<file path="config.mk">
export PLATFORM = sky130hd
export DESIGN_NAME = tss_selector
export DESIGN_NICKNAME = d
export VERILOG_FILES = /design/src/tss_pkg.sv /design/src/tss_selector.sv
export VERILOG_INCLUDE_DIRS = /design/src /design/src/src
export SDC_FILE = /design/constraint.sdc
export NUM_CORES = 2
export LEC_CHECK = 0
export BUFFER_PORTS_ARGS = -buffer_cell sky130_fd_sc_hd__clkbuf_2
export CORE_ASPECT_RATIO = 0.75
export CORE_MARGIN = 2
export CORE_UTILIZATION = 54
export CTS_BUF_LIST = sky130_fd_sc_hd__clkbuf_4 sky130_fd_sc_hd__clkbuf_8 sky130_fd_sc_hd__clkbuf_16
export DETAILED_ROUTE_END_ITERATION = 10
export GPL_TIMING_DRIVEN = 0
export PLACE_DENSITY = 0.7
export SYNTH_ARGS = -nofsm -noshare
export SYNTH_HDL_FRONTEND = slang
export SYNTH_SLANG_ARGS = --single-unit
export TNS_END_PERCENT = 1
</file>
<file path="constraint.sdc">
create_clock -name clk -period 65.9 [get_ports clk]
set_input_delay 13.18 -clock clk [delete_from_list [all_inputs] [get_ports clk]]
set_output_delay 13.18 -clock clk [all_outputs]
set_load 0.05 [all_outputs]
</file>
<file path="src/tss_defs.svh">
// Purpose: constants for the tension setpoint selector
// Assumes: byte addressed register port, 32-bit words
// Notes: data sets sit in a window of 64 words
// Functional notes
// - The three select inputs form a binary set number, bit 2 most significant.
// - With analog enabled, set 0 uses the internal pot, set 1 the external voltage.
// - With analog disabled, all eight sets use stored digital values.
// - A changed system parameter takes effect only at the next power-up; here only analog enable waits, auto offset, gain and offset act at once.
// - The internal pot gives 0 to 100 percent, default 0 percent.
// - External voltage is scaled by a gain of 0 to 100 percent per volt, default 10.
// - The offset voltage is subtracted before the gain is applied.
// - With auto offset on, a capture request stores the measured input as offset.
// - With auto offset off, the offset parameter is used, not a captured value.
// - The sixteen dial positions map to minimum speeds from 10 to 3000 r/min.
// - Motor speed varies inversely with torque, tracking the tension command.
// - Each set holds eight values with initial 0,0,50,500,1000,100,0,0.
`ifndef TSS_DEFS_SVH
`define TSS_DEFS_SVH
`define TSS_ADDR_W      10
`define TSS_OFS_CTRL    10'h000
`define TSS_OFS_GAIN    10'h004
`define TSS_OFS_OFFSET  10'h008
`define TSS_OFS_CMD     10'h00C
`define TSS_OFS_STATUS  10'h010
`define TSS_OFS_TENSION 10'h014
`define TSS_OFS_MINSPD  10'h018
`define TSS_OFS_CAPT    10'h01C
`define TSS_OFS_SPDREF  10'h020
`define TSS_OFS_SETS    10'h100
`define TSS_CTRL_ANA    0
`define TSS_CTRL_AUTO   1
`define TSS_CMD_CAPT    0
`define TSS_RST_ANA     1'h1
`define TSS_RST_AUTO    1'h0
`define TSS_RST_GAIN    7'h0A
`define TSS_RST_OFFSET  16'h0000
`define TSS_PCT_MAX     7'h64
`define TSS_MV_PER_V    1000
`define TSS_INIT_SPDLIM 16'h0000
`define TSS_INIT_TENS   16'h0000
`define TSS_INIT_THICK  16'h0032
`define TSS_INIT_DINIT  16'h01F4
`define TSS_INIT_DFIN   16'h03E8
`define TSS_INIT_TAPER  16'h0064
`define TSS_INIT_JMAT   16'h0000
`define TSS_INIT_JCORE  16'h0000
`define TSS_MS0 12'h00A
`define TSS_MS1 12'h00F
`define TSS_MS2 12'h016
`define TSS_MS3 12'h021
`define TSS_MS4 12'h02F
`define TSS_MS5 12'h044
`define TSS_MS6 12'h064
`define TSS_MS7 12'h096
`define TSS_MS8 12'h0DC
`define TSS_MS9 12'h14A
`define TSS_MSA 12'h1D6
`define TSS_MSB 12'h2A8
`define TSS_MSC 12'h3E8
`define TSS_MSD 12'h5DC
`define TSS_MSE 12'h898
`define TSS_MSF 12'hBB8
`endif

</file>
<file path="src/tss_pkg.sv">
// Purpose: types for the tension setpoint selector
// Assumes: tss_defs.svh constants
// Notes: none
package tss_pkg;
    typedef enum logic [1:0] {
        SRC_DIGITAL = 2'b00,
        SRC_POT     = 2'b01,
        SRC_EXT     = 2'b10
    } tss_src_t;

    typedef struct packed {
        logic        wr;
        logic        rd;
        logic [9:0]  addr;
        logic [31:0] wdata;
    } tss_req_t;

    typedef struct packed {
        logic [2:0]  activeSet;
        tss_src_t    source;
        logic [6:0]  tensionPct;
        logic [11:0] minSpeed;
        logic [18:0] speedRef;
    } tss_cmd_t;
endpackage

</file>
<file path="src/tss_selector.sv">
// Purpose: picks and scales the tension setpoint in simple mode
// Assumes: all inputs synchronous to clk; powerUp marks supply return
// Notes: only analog enable held pending until powerUp; auto offset, gain and offset act at once
`timescale 1ns/1ps
`include "tss_defs.svh"
module tss_selector #(
    parameter int DATA_W = 16
) (
    input  wire logic            clk,
    input  wire logic            nrst,
    input  wire logic            powerUp,
    input  wire logic            set_select_bit0,
    input  wire logic            set_select_bit1,
    input  wire logic            set_select_bit2,
    input  wire logic [6:0]      internal_setpoint_pot,
    input  wire logic [15:0]     extVoltMv,
    input  wire logic [3:0]      min_speed_dial,
    input  wire logic [6:0]      torquePct,
    input  wire tss_pkg::tss_req_t regReq,
    output logic [31:0]          rdata,
    output tss_pkg::tss_cmd_t    cmdOut,
    output logic [DATA_W-1:0]    speedLimit
);
    // Set fields are cut from the 32-bit write word
    if (DATA_W < 12 || DATA_W > 32)
    begin
        $error("DATA_W must be 12 to 32");
    end

    logic [DATA_W-1:0] setMem [64];
    logic        anaPend_q;
    logic        anaAct_q;
    logic        autoEn_q;
    logic [6:0]  gain_q;
    logic [15:0] offset_q;
    logic [15:0] capt_q;
    logic [31:0] rdata_q;
    logic [2:0]  set_q;
    tss_pkg::tss_src_t src_q;
    logic [6:0]  tens_q;
    logic [11:0] minSpd_q;
    logic [18:0] spdRef_q;
    logic [DATA_W-1:0] spdLim_q;

    wire [2:0] selSet = {set_select_bit2, set_select_bit1, set_select_bit0};

    wire wrCtrl   = regReq.wr && regReq.addr == `TSS_OFS_CTRL;
    wire wrGain   = regReq.wr && regReq.addr == `TSS_OFS_GAIN;
    wire wrOffset = regReq.wr && regReq.addr == `TSS_OFS_OFFSET;
    wire wrCmd    = regReq.wr && regReq.addr == `TSS_OFS_CMD;
    wire inSets   = regReq.addr[9:8] == 2'(`TSS_OFS_SETS >> 8) && regReq.addr[1:0] == 2'h0;
    wire wrSet    = regReq.wr && inSets;
    wire [5:0] setIdx = regReq.addr[7:2];

    // capture only while auto offset on
    wire captReq = wrCmd && regReq.wdata[`TSS_CMD_CAPT] && autoEn_q;

    wire [6:0] gainIn = regReq.wdata[6:0] > `TSS_PCT_MAX
                        || regReq.wdata[31:7] != 25'h0 ? `TSS_PCT_MAX : regReq.wdata[6:0];

    // offset source, parameter when auto off
    wire signed [15:0] offUse = autoEn_q ? $signed(capt_q) : $signed(offset_q);
    wire signed [16:0] diffMv = 17'($signed(extVoltMv)) - 17'(offUse);
    wire signed [24:0] prodMv = 25'(diffMv) * 25'($signed({1'b0, gain_q}));
    wire signed [24:0] rawPct = prodMv / 25'(`TSS_MV_PER_V);
    wire [6:0] extPct = rawPct < 25'sd0 ? 7'h00
                      : rawPct > 25'($signed({18'h0, `TSS_PCT_MAX})) ? `TSS_PCT_MAX
                      : rawPct[6:0];
    wire [6:0] potPct = internal_setpoint_pot > `TSS_PCT_MAX ? `TSS_PCT_MAX
                                                              : internal_setpoint_pot;

    // field 0 speed limit, field 1 tension
    wire [DATA_W-1:0] digTens = setMem[{selSet, 3'h1}];
    wire [DATA_W-1:0] digLim  = setMem[{selSet, 3'h0}];
    wire [6:0] digPct = digTens > DATA_W'(`TSS_PCT_MAX) ? `TSS_PCT_MAX : digTens[6:0];

    // analog for sets 0 and 1, sets 2 to 7 digital
    wire useAna = anaAct_q && selSet[2:1] == 2'h0;
    tss_pkg::tss_src_t srcSel;
    assign srcSel = !useAna ? tss_pkg::SRC_DIGITAL
                  : selSet[0] ? tss_pkg::SRC_EXT : tss_pkg::SRC_POT;
    wire [6:0] tensSel = srcSel == tss_pkg::SRC_POT ? potPct
                       : srcSel == tss_pkg::SRC_EXT ? extPct : digPct;

    logic [11:0] dialSpd;
    always_comb
    begin
        unique case (min_speed_dial)
            4'h0: dialSpd = `TSS_MS0;
            4'h1: dialSpd = `TSS_MS1;
            4'h2: dialSpd = `TSS_MS2;
            4'h3: dialSpd = `TSS_MS3;
            4'h4: dialSpd = `TSS_MS4;
            4'h5: dialSpd = `TSS_MS5;
            4'h6: dialSpd = `TSS_MS6;
            4'h7: dialSpd = `TSS_MS7;
            4'h8: dialSpd = `TSS_MS8;
            4'h9: dialSpd = `TSS_MS9;
            4'hA: dialSpd = `TSS_MSA;
            4'hB: dialSpd = `TSS_MSB;
            4'hC: dialSpd = `TSS_MSC;
            4'hD: dialSpd = `TSS_MSD;
            4'hE: dialSpd = `TSS_MSE;
            4'hF: dialSpd = `TSS_MSF;
        endcase
    end

    // speed inverse to torque, torque 0 read as 1
    wire [6:0]  torqDiv = torquePct == 7'h00 ? 7'h01 : torquePct;
    wire [18:0] spdProd = 19'(tens_q) * 19'(minSpd_q);
    wire [18:0] spdRaw  = spdProd / 19'(torqDiv);
    wire        limOn   = spdLim_q != '0;
    wire [18:0] spdNext = limOn && 32'(spdRaw) > 32'(spdLim_q)
                          ? 19'(spdLim_q) : spdRaw;

    logic [31:0] rdMux;
    always_comb
    begin
        rdMux = 32'h0;
        if (inSets)
            rdMux = 32'(setMem[setIdx]);
        else
        begin
            unique case (regReq.addr)
                `TSS_OFS_CTRL:    rdMux = {30'h0, autoEn_q, anaPend_q};
                `TSS_OFS_GAIN:    rdMux = {25'h0, gain_q};
                `TSS_OFS_OFFSET:  rdMux = {16'h0, offset_q};
                `TSS_OFS_STATUS:  rdMux = {26'h0, anaAct_q, src_q, set_q};
                `TSS_OFS_TENSION: rdMux = {25'h0, tens_q};
                `TSS_OFS_MINSPD:  rdMux = {20'h0, minSpd_q};
                `TSS_OFS_CAPT:    rdMux = {16'h0, capt_q};
                `TSS_OFS_SPDREF:  rdMux = {13'h0, spdRef_q};
                default:          rdMux = 32'h0;
            endcase
        end
    end

    always_ff @(posedge clk or negedge nrst)
    begin
        if (!nrst)
        begin
            anaPend_q <= `TSS_RST_ANA;
            anaAct_q  <= `TSS_RST_ANA;
        end
        else
        begin
            if (wrCtrl)
                anaPend_q <= regReq.wdata[`TSS_CTRL_ANA];
            if (powerUp)
                anaAct_q <= wrCtrl ? regReq.wdata[`TSS_CTRL_ANA] : anaPend_q;
        end
    end

    always_ff @(posedge clk or negedge nrst)
    begin
        if (!nrst)
        begin
            autoEn_q <= `TSS_RST_AUTO;
            gain_q   <= `TSS_RST_GAIN;
            offset_q <= `TSS_RST_OFFSET;
            capt_q   <= `TSS_RST_OFFSET;
        end
        else
        begin
            if (wrCtrl)
                autoEn_q <= regReq.wdata[`TSS_CTRL_AUTO];
            if (wrGain)
                gain_q <= gainIn;
            if (wrOffset)
                offset_q <= regReq.wdata[15:0];
            if (captReq)
                capt_q <= extVoltMv;
        end
    end

    always_ff @(posedge clk or negedge nrst)
    begin
        if (!nrst)
        begin
            for (int s = 0; s < 8; s++)
            begin
                setMem[s*8+0] <= DATA_W'(`TSS_INIT_SPDLIM);
                setMem[s*8+1] <= DATA_W'(`TSS_INIT_TENS);
                setMem[s*8+2] <= DATA_W'(`TSS_INIT_THICK);
                setMem[s*8+3] <= DATA_W'(`TSS_INIT_DINIT);
                setMem[s*8+4] <= DATA_W'(`TSS_INIT_DFIN);
                setMem[s*8+5] <= DATA_W'(`TSS_INIT_TAPER);
                setMem[s*8+6] <= DATA_W'(`TSS_INIT_JMAT);
                setMem[s*8+7] <= DATA_W'(`TSS_INIT_JCORE);
            end
        end
        else if (wrSet)
            setMem[setIdx] <= regReq.wdata[DATA_W-1:0];
    end

    // Outputs registered; speed uses previous tension, one cycle lag
    always_ff @(posedge clk or negedge nrst)
    begin
        if (!nrst)
        begin
            rdata_q  <= 32'h0;
            set_q    <= 3'h0;
            src_q    <= tss_pkg::SRC_DIGITAL;
            tens_q   <= 7'h00;
            minSpd_q <= `TSS_MS0;
            spdRef_q <= 19'h0;
            spdLim_q <= '0;
        end
        else
        begin
            rdata_q  <= regReq.rd ? rdMux : 32'h0;
            set_q    <= selSet;
            src_q    <= srcSel;
            tens_q   <= tensSel;
            minSpd_q <= dialSpd;
            spdRef_q <= spdNext;
            spdLim_q <= digLim;
        end
    end

    assign rdata      = rdata_q;
    assign speedLimit = spdLim_q;
    assign cmdOut     = '{activeSet:  set_q,
                          source:     src_q,
                          tensionPct: tens_q,
                          minSpeed:   minSpd_q,
                          speedRef:   spdRef_q};
endmodule

</file>
==> results.json <==
{
  "syn_to_final_growth_pct": 10.5,
  "crit_path_max_incr_delay_ps": 630,
  "routed_wl_um": 232000,
  "layout-drive-gt1-share": 0.330,
  "vias": 54400,
  "avgSynthCellArea_um2": 12.0,
  "synth_seq_cells": 1144,
  "start_util": 0.547,
  "finalHoldViolCount": 0,
  "drv_cap": 3,
  "violations": "max-capacitance violations, max-slew violations",
  "synthCells": 6124,
  "synth_top_area_frac": 0.340,
  "cp_num_buf_inv": 28,
  "cp_top_family": "compound AO/OA/AOI/OAI gates",
  "synthTopCellsByCount": "1081 x mux2_2, 994 x dfrtp_1, 384 x mux4_2",
  "cp.required_ps": 66480,
  "synthTopCellsByArea": "dfrtp_1 34%, mux2_2 17%, mux4_2 12%",
  "final_design_area_no_fill_um2": 80900,
  "worst_setup_path_start_kind": "primary input",
  "wl_per_cell_um": 27.9,
  "yosysUniqueCellTypes": 127,
  "setup_violations": 0,
  "grt_pass1_wl_um": 345000,
  "end_kind": "register",
  "htree_levels": 3,
  "cts_root_buf": "clkbuf_16",
  "synth_seq_area_share": 0.394,
  "crit_type": "in2reg",
  "drt_pass1_iterations": 8,
  "ys_warn_count": 0,
  "grt_pass1_vias": 53300,
  "grt.total_usage": 0.333,
  "dr.first_iter.drc_count": 6293,
  "io_buffers": 157,
  "clock.fmax_ghz": 0.0162,
  "dp.final_hpwl_um": 179000,
  "clk_path_buf_depth": 3,
  "n_fill_cell": 10500,
  "outcome": "complete, but fails checks",
  "worst_slew_pin_slew_ps": 1550,
  "grt_remaining_overflow": 0,
  "syn-cell-area_um2": 73200,
  "fin_nets": 6889,
  "yosysMostFrequentCell": "mux2_2",
  "gp_congestion": 0.999,
  "antenna_found_initial": 23,
  "multi_input_area_um2": 42000,
  "die_y_um": 323,
  "fp-row-count": 116,
  "die_x_um": 429,
  "seqCellArea_um2": 28800,
  "min_period_ps": 61670,
  "clock_sinks": 1144,
  "finalCritPeriodShare": 0.936,
  "fin_skew_ps": 77.2,
  "slew_headroom": -0.0337,
  "core-area_um2": 134000,
  "critPathSlowestCell": "or4_1",
  "crit_path_frequent_cell": "o21a_1",
  "ant_nets": 0,
  "clkTransAtPathRegs_ps": 60,
  "post-route-drc-count": 0,
  "cts_tree": "yes",
  "async_reset_ff_frac": 1.00,
  "dieArea_um2": 139000,
  "place_area_um2": 76600,
  "clk_latency_ps": 770,
  "critPathMaxFanout": 16,
  "pin_count": 175,
  "viasPerCell": 6.55,
  "synth_edf_count": 0,
  "numCtsBuffers": 108,
  "synth_ff_type": "dfrtp_1",
  "yosysTopAreaCell": "dfrtp_1",
  "drv_slew": 33,
  "grt_max_degree": 117,
  "worstPathArrival_ps": 62250,
  "hold_class": "reg2reg"
}
-- worst paths after layout --
path / end / slack (ps) / from / cells past startpoint
max in group asynchronous: gain_q[3]$_DFFE_PN1P_ / 51420 / nrst / 4
setup / recovery: spdRef_q[7]$_DFF_PN0_ / 4230 / torquePct[4] / 245
setup reg to reg: spdRef_q[7]$_DFF_PN0_ / 11820 / tens_q[6]$_DFF_PN0_ / 262
hold / removal: rdata[17]$_DFF_PN0_ / 480 / spdRef_q[17]$_DFF_PN0_ / 1
hold reg to reg: rdata[17]$_DFF_PN0_ / 480 / spdRef_q[17]$_DFF_PN0_ / 1
min in group asynchronous: setMem[531]$_DFFE_PN0P_ / 12440 / nrst / 1
-- stage by stage --
step	utilization	TNS, ps	std cells	hold WS [ps]	worst slack [ps]
6_report	0.604	0	8306	477	4230
5_1_grt	0.604	-113	8294	509	-47.4
4_1_cts	0.602	0	8280	482	89.8
3_5_place_dp	0.572	-26560	8074	467	-1850
3_3_place_gp	0.569	-11660	8063	460	-933
2_1_floorplan	-	0	6136	445	9000
-- cell type report --
| cell class | instances | area share |
|---|---|---|
| inverters | 271 | 0.0127 |
| repair buffers | 176 | 0.0145 |
| clock buffers | 160 | 0.0411 |
| plain buffers | 398 | 0.0199 |
| flip-flops and latches | 1144 | 0.356 |
| multi-input cells | 4322 | 0.519 |
| diodes | 19 | 0.000588 |
| clock inverters | 46 | 0.00918 |
| well taps | 1770 | 0.0274 |
-- routing by layer --
layer,GRT usage,part of all wire
met5,0,0.00025
met4,0.135,0.045
met3,0.113,0.12
met2,0.489,0.43
met1,0.456,0.41
-- sequential cells by signal (all words and copies together), names as in the netlist, 12 cells and up --
signal      count
capt_q         16
setMem       1024
speedLimit     16
offset_q       16
minSpd_q       12
spdRef_q       19
rdata          19
-- cell usage in the layout, fill, tap and decap left out, types with 38 or more instances in the layout --
master and instances:
a21o_1 47, a21oi_1 155, a31oi_1 43, and2_1 176, and3_1 42, clkbuf_1 311
clkbuf_16 110, clkbuf_2 173, dfrtp_1 994, dfstp_2 150, fa_1 141, ha_1 243
inv_1 264, mux2_2 1081, mux2i_1 44, mux4_2 384, nand2_1 320, nand3_1 84
nand4_1 39, nor2_1 270, nor3_1 139, nor4_1 38, o21a_1 95, o21ai_0 194
o31ai_1 55, or3_1 42, xnor2_1 98, xor2_1 39
-- cells by family after synthesis --
logic type | share of synthesized area
XOR/XNOR | 0.0174
AND/OR/NAND/NOR | 0.0917
adder cells (fa/ha/maj) | 0.0809
flip-flops | 0.394
multiplexers | 0.291
AO/OA/AOI/OAI | 0.0899
other | 0.0000512
buffers and inverters | 0.0356
-- what timing repair did --
action                     CTS  global route
hold buffers                 0             0
setup endpoints to repair   16            16
buffers inserted             0             8
gates resized for setup      6            39
pin swaps                    0             1
Power is not shown: default switching activity piles up to over one toggle a cycle in this logic, so the estimate is an artifact.
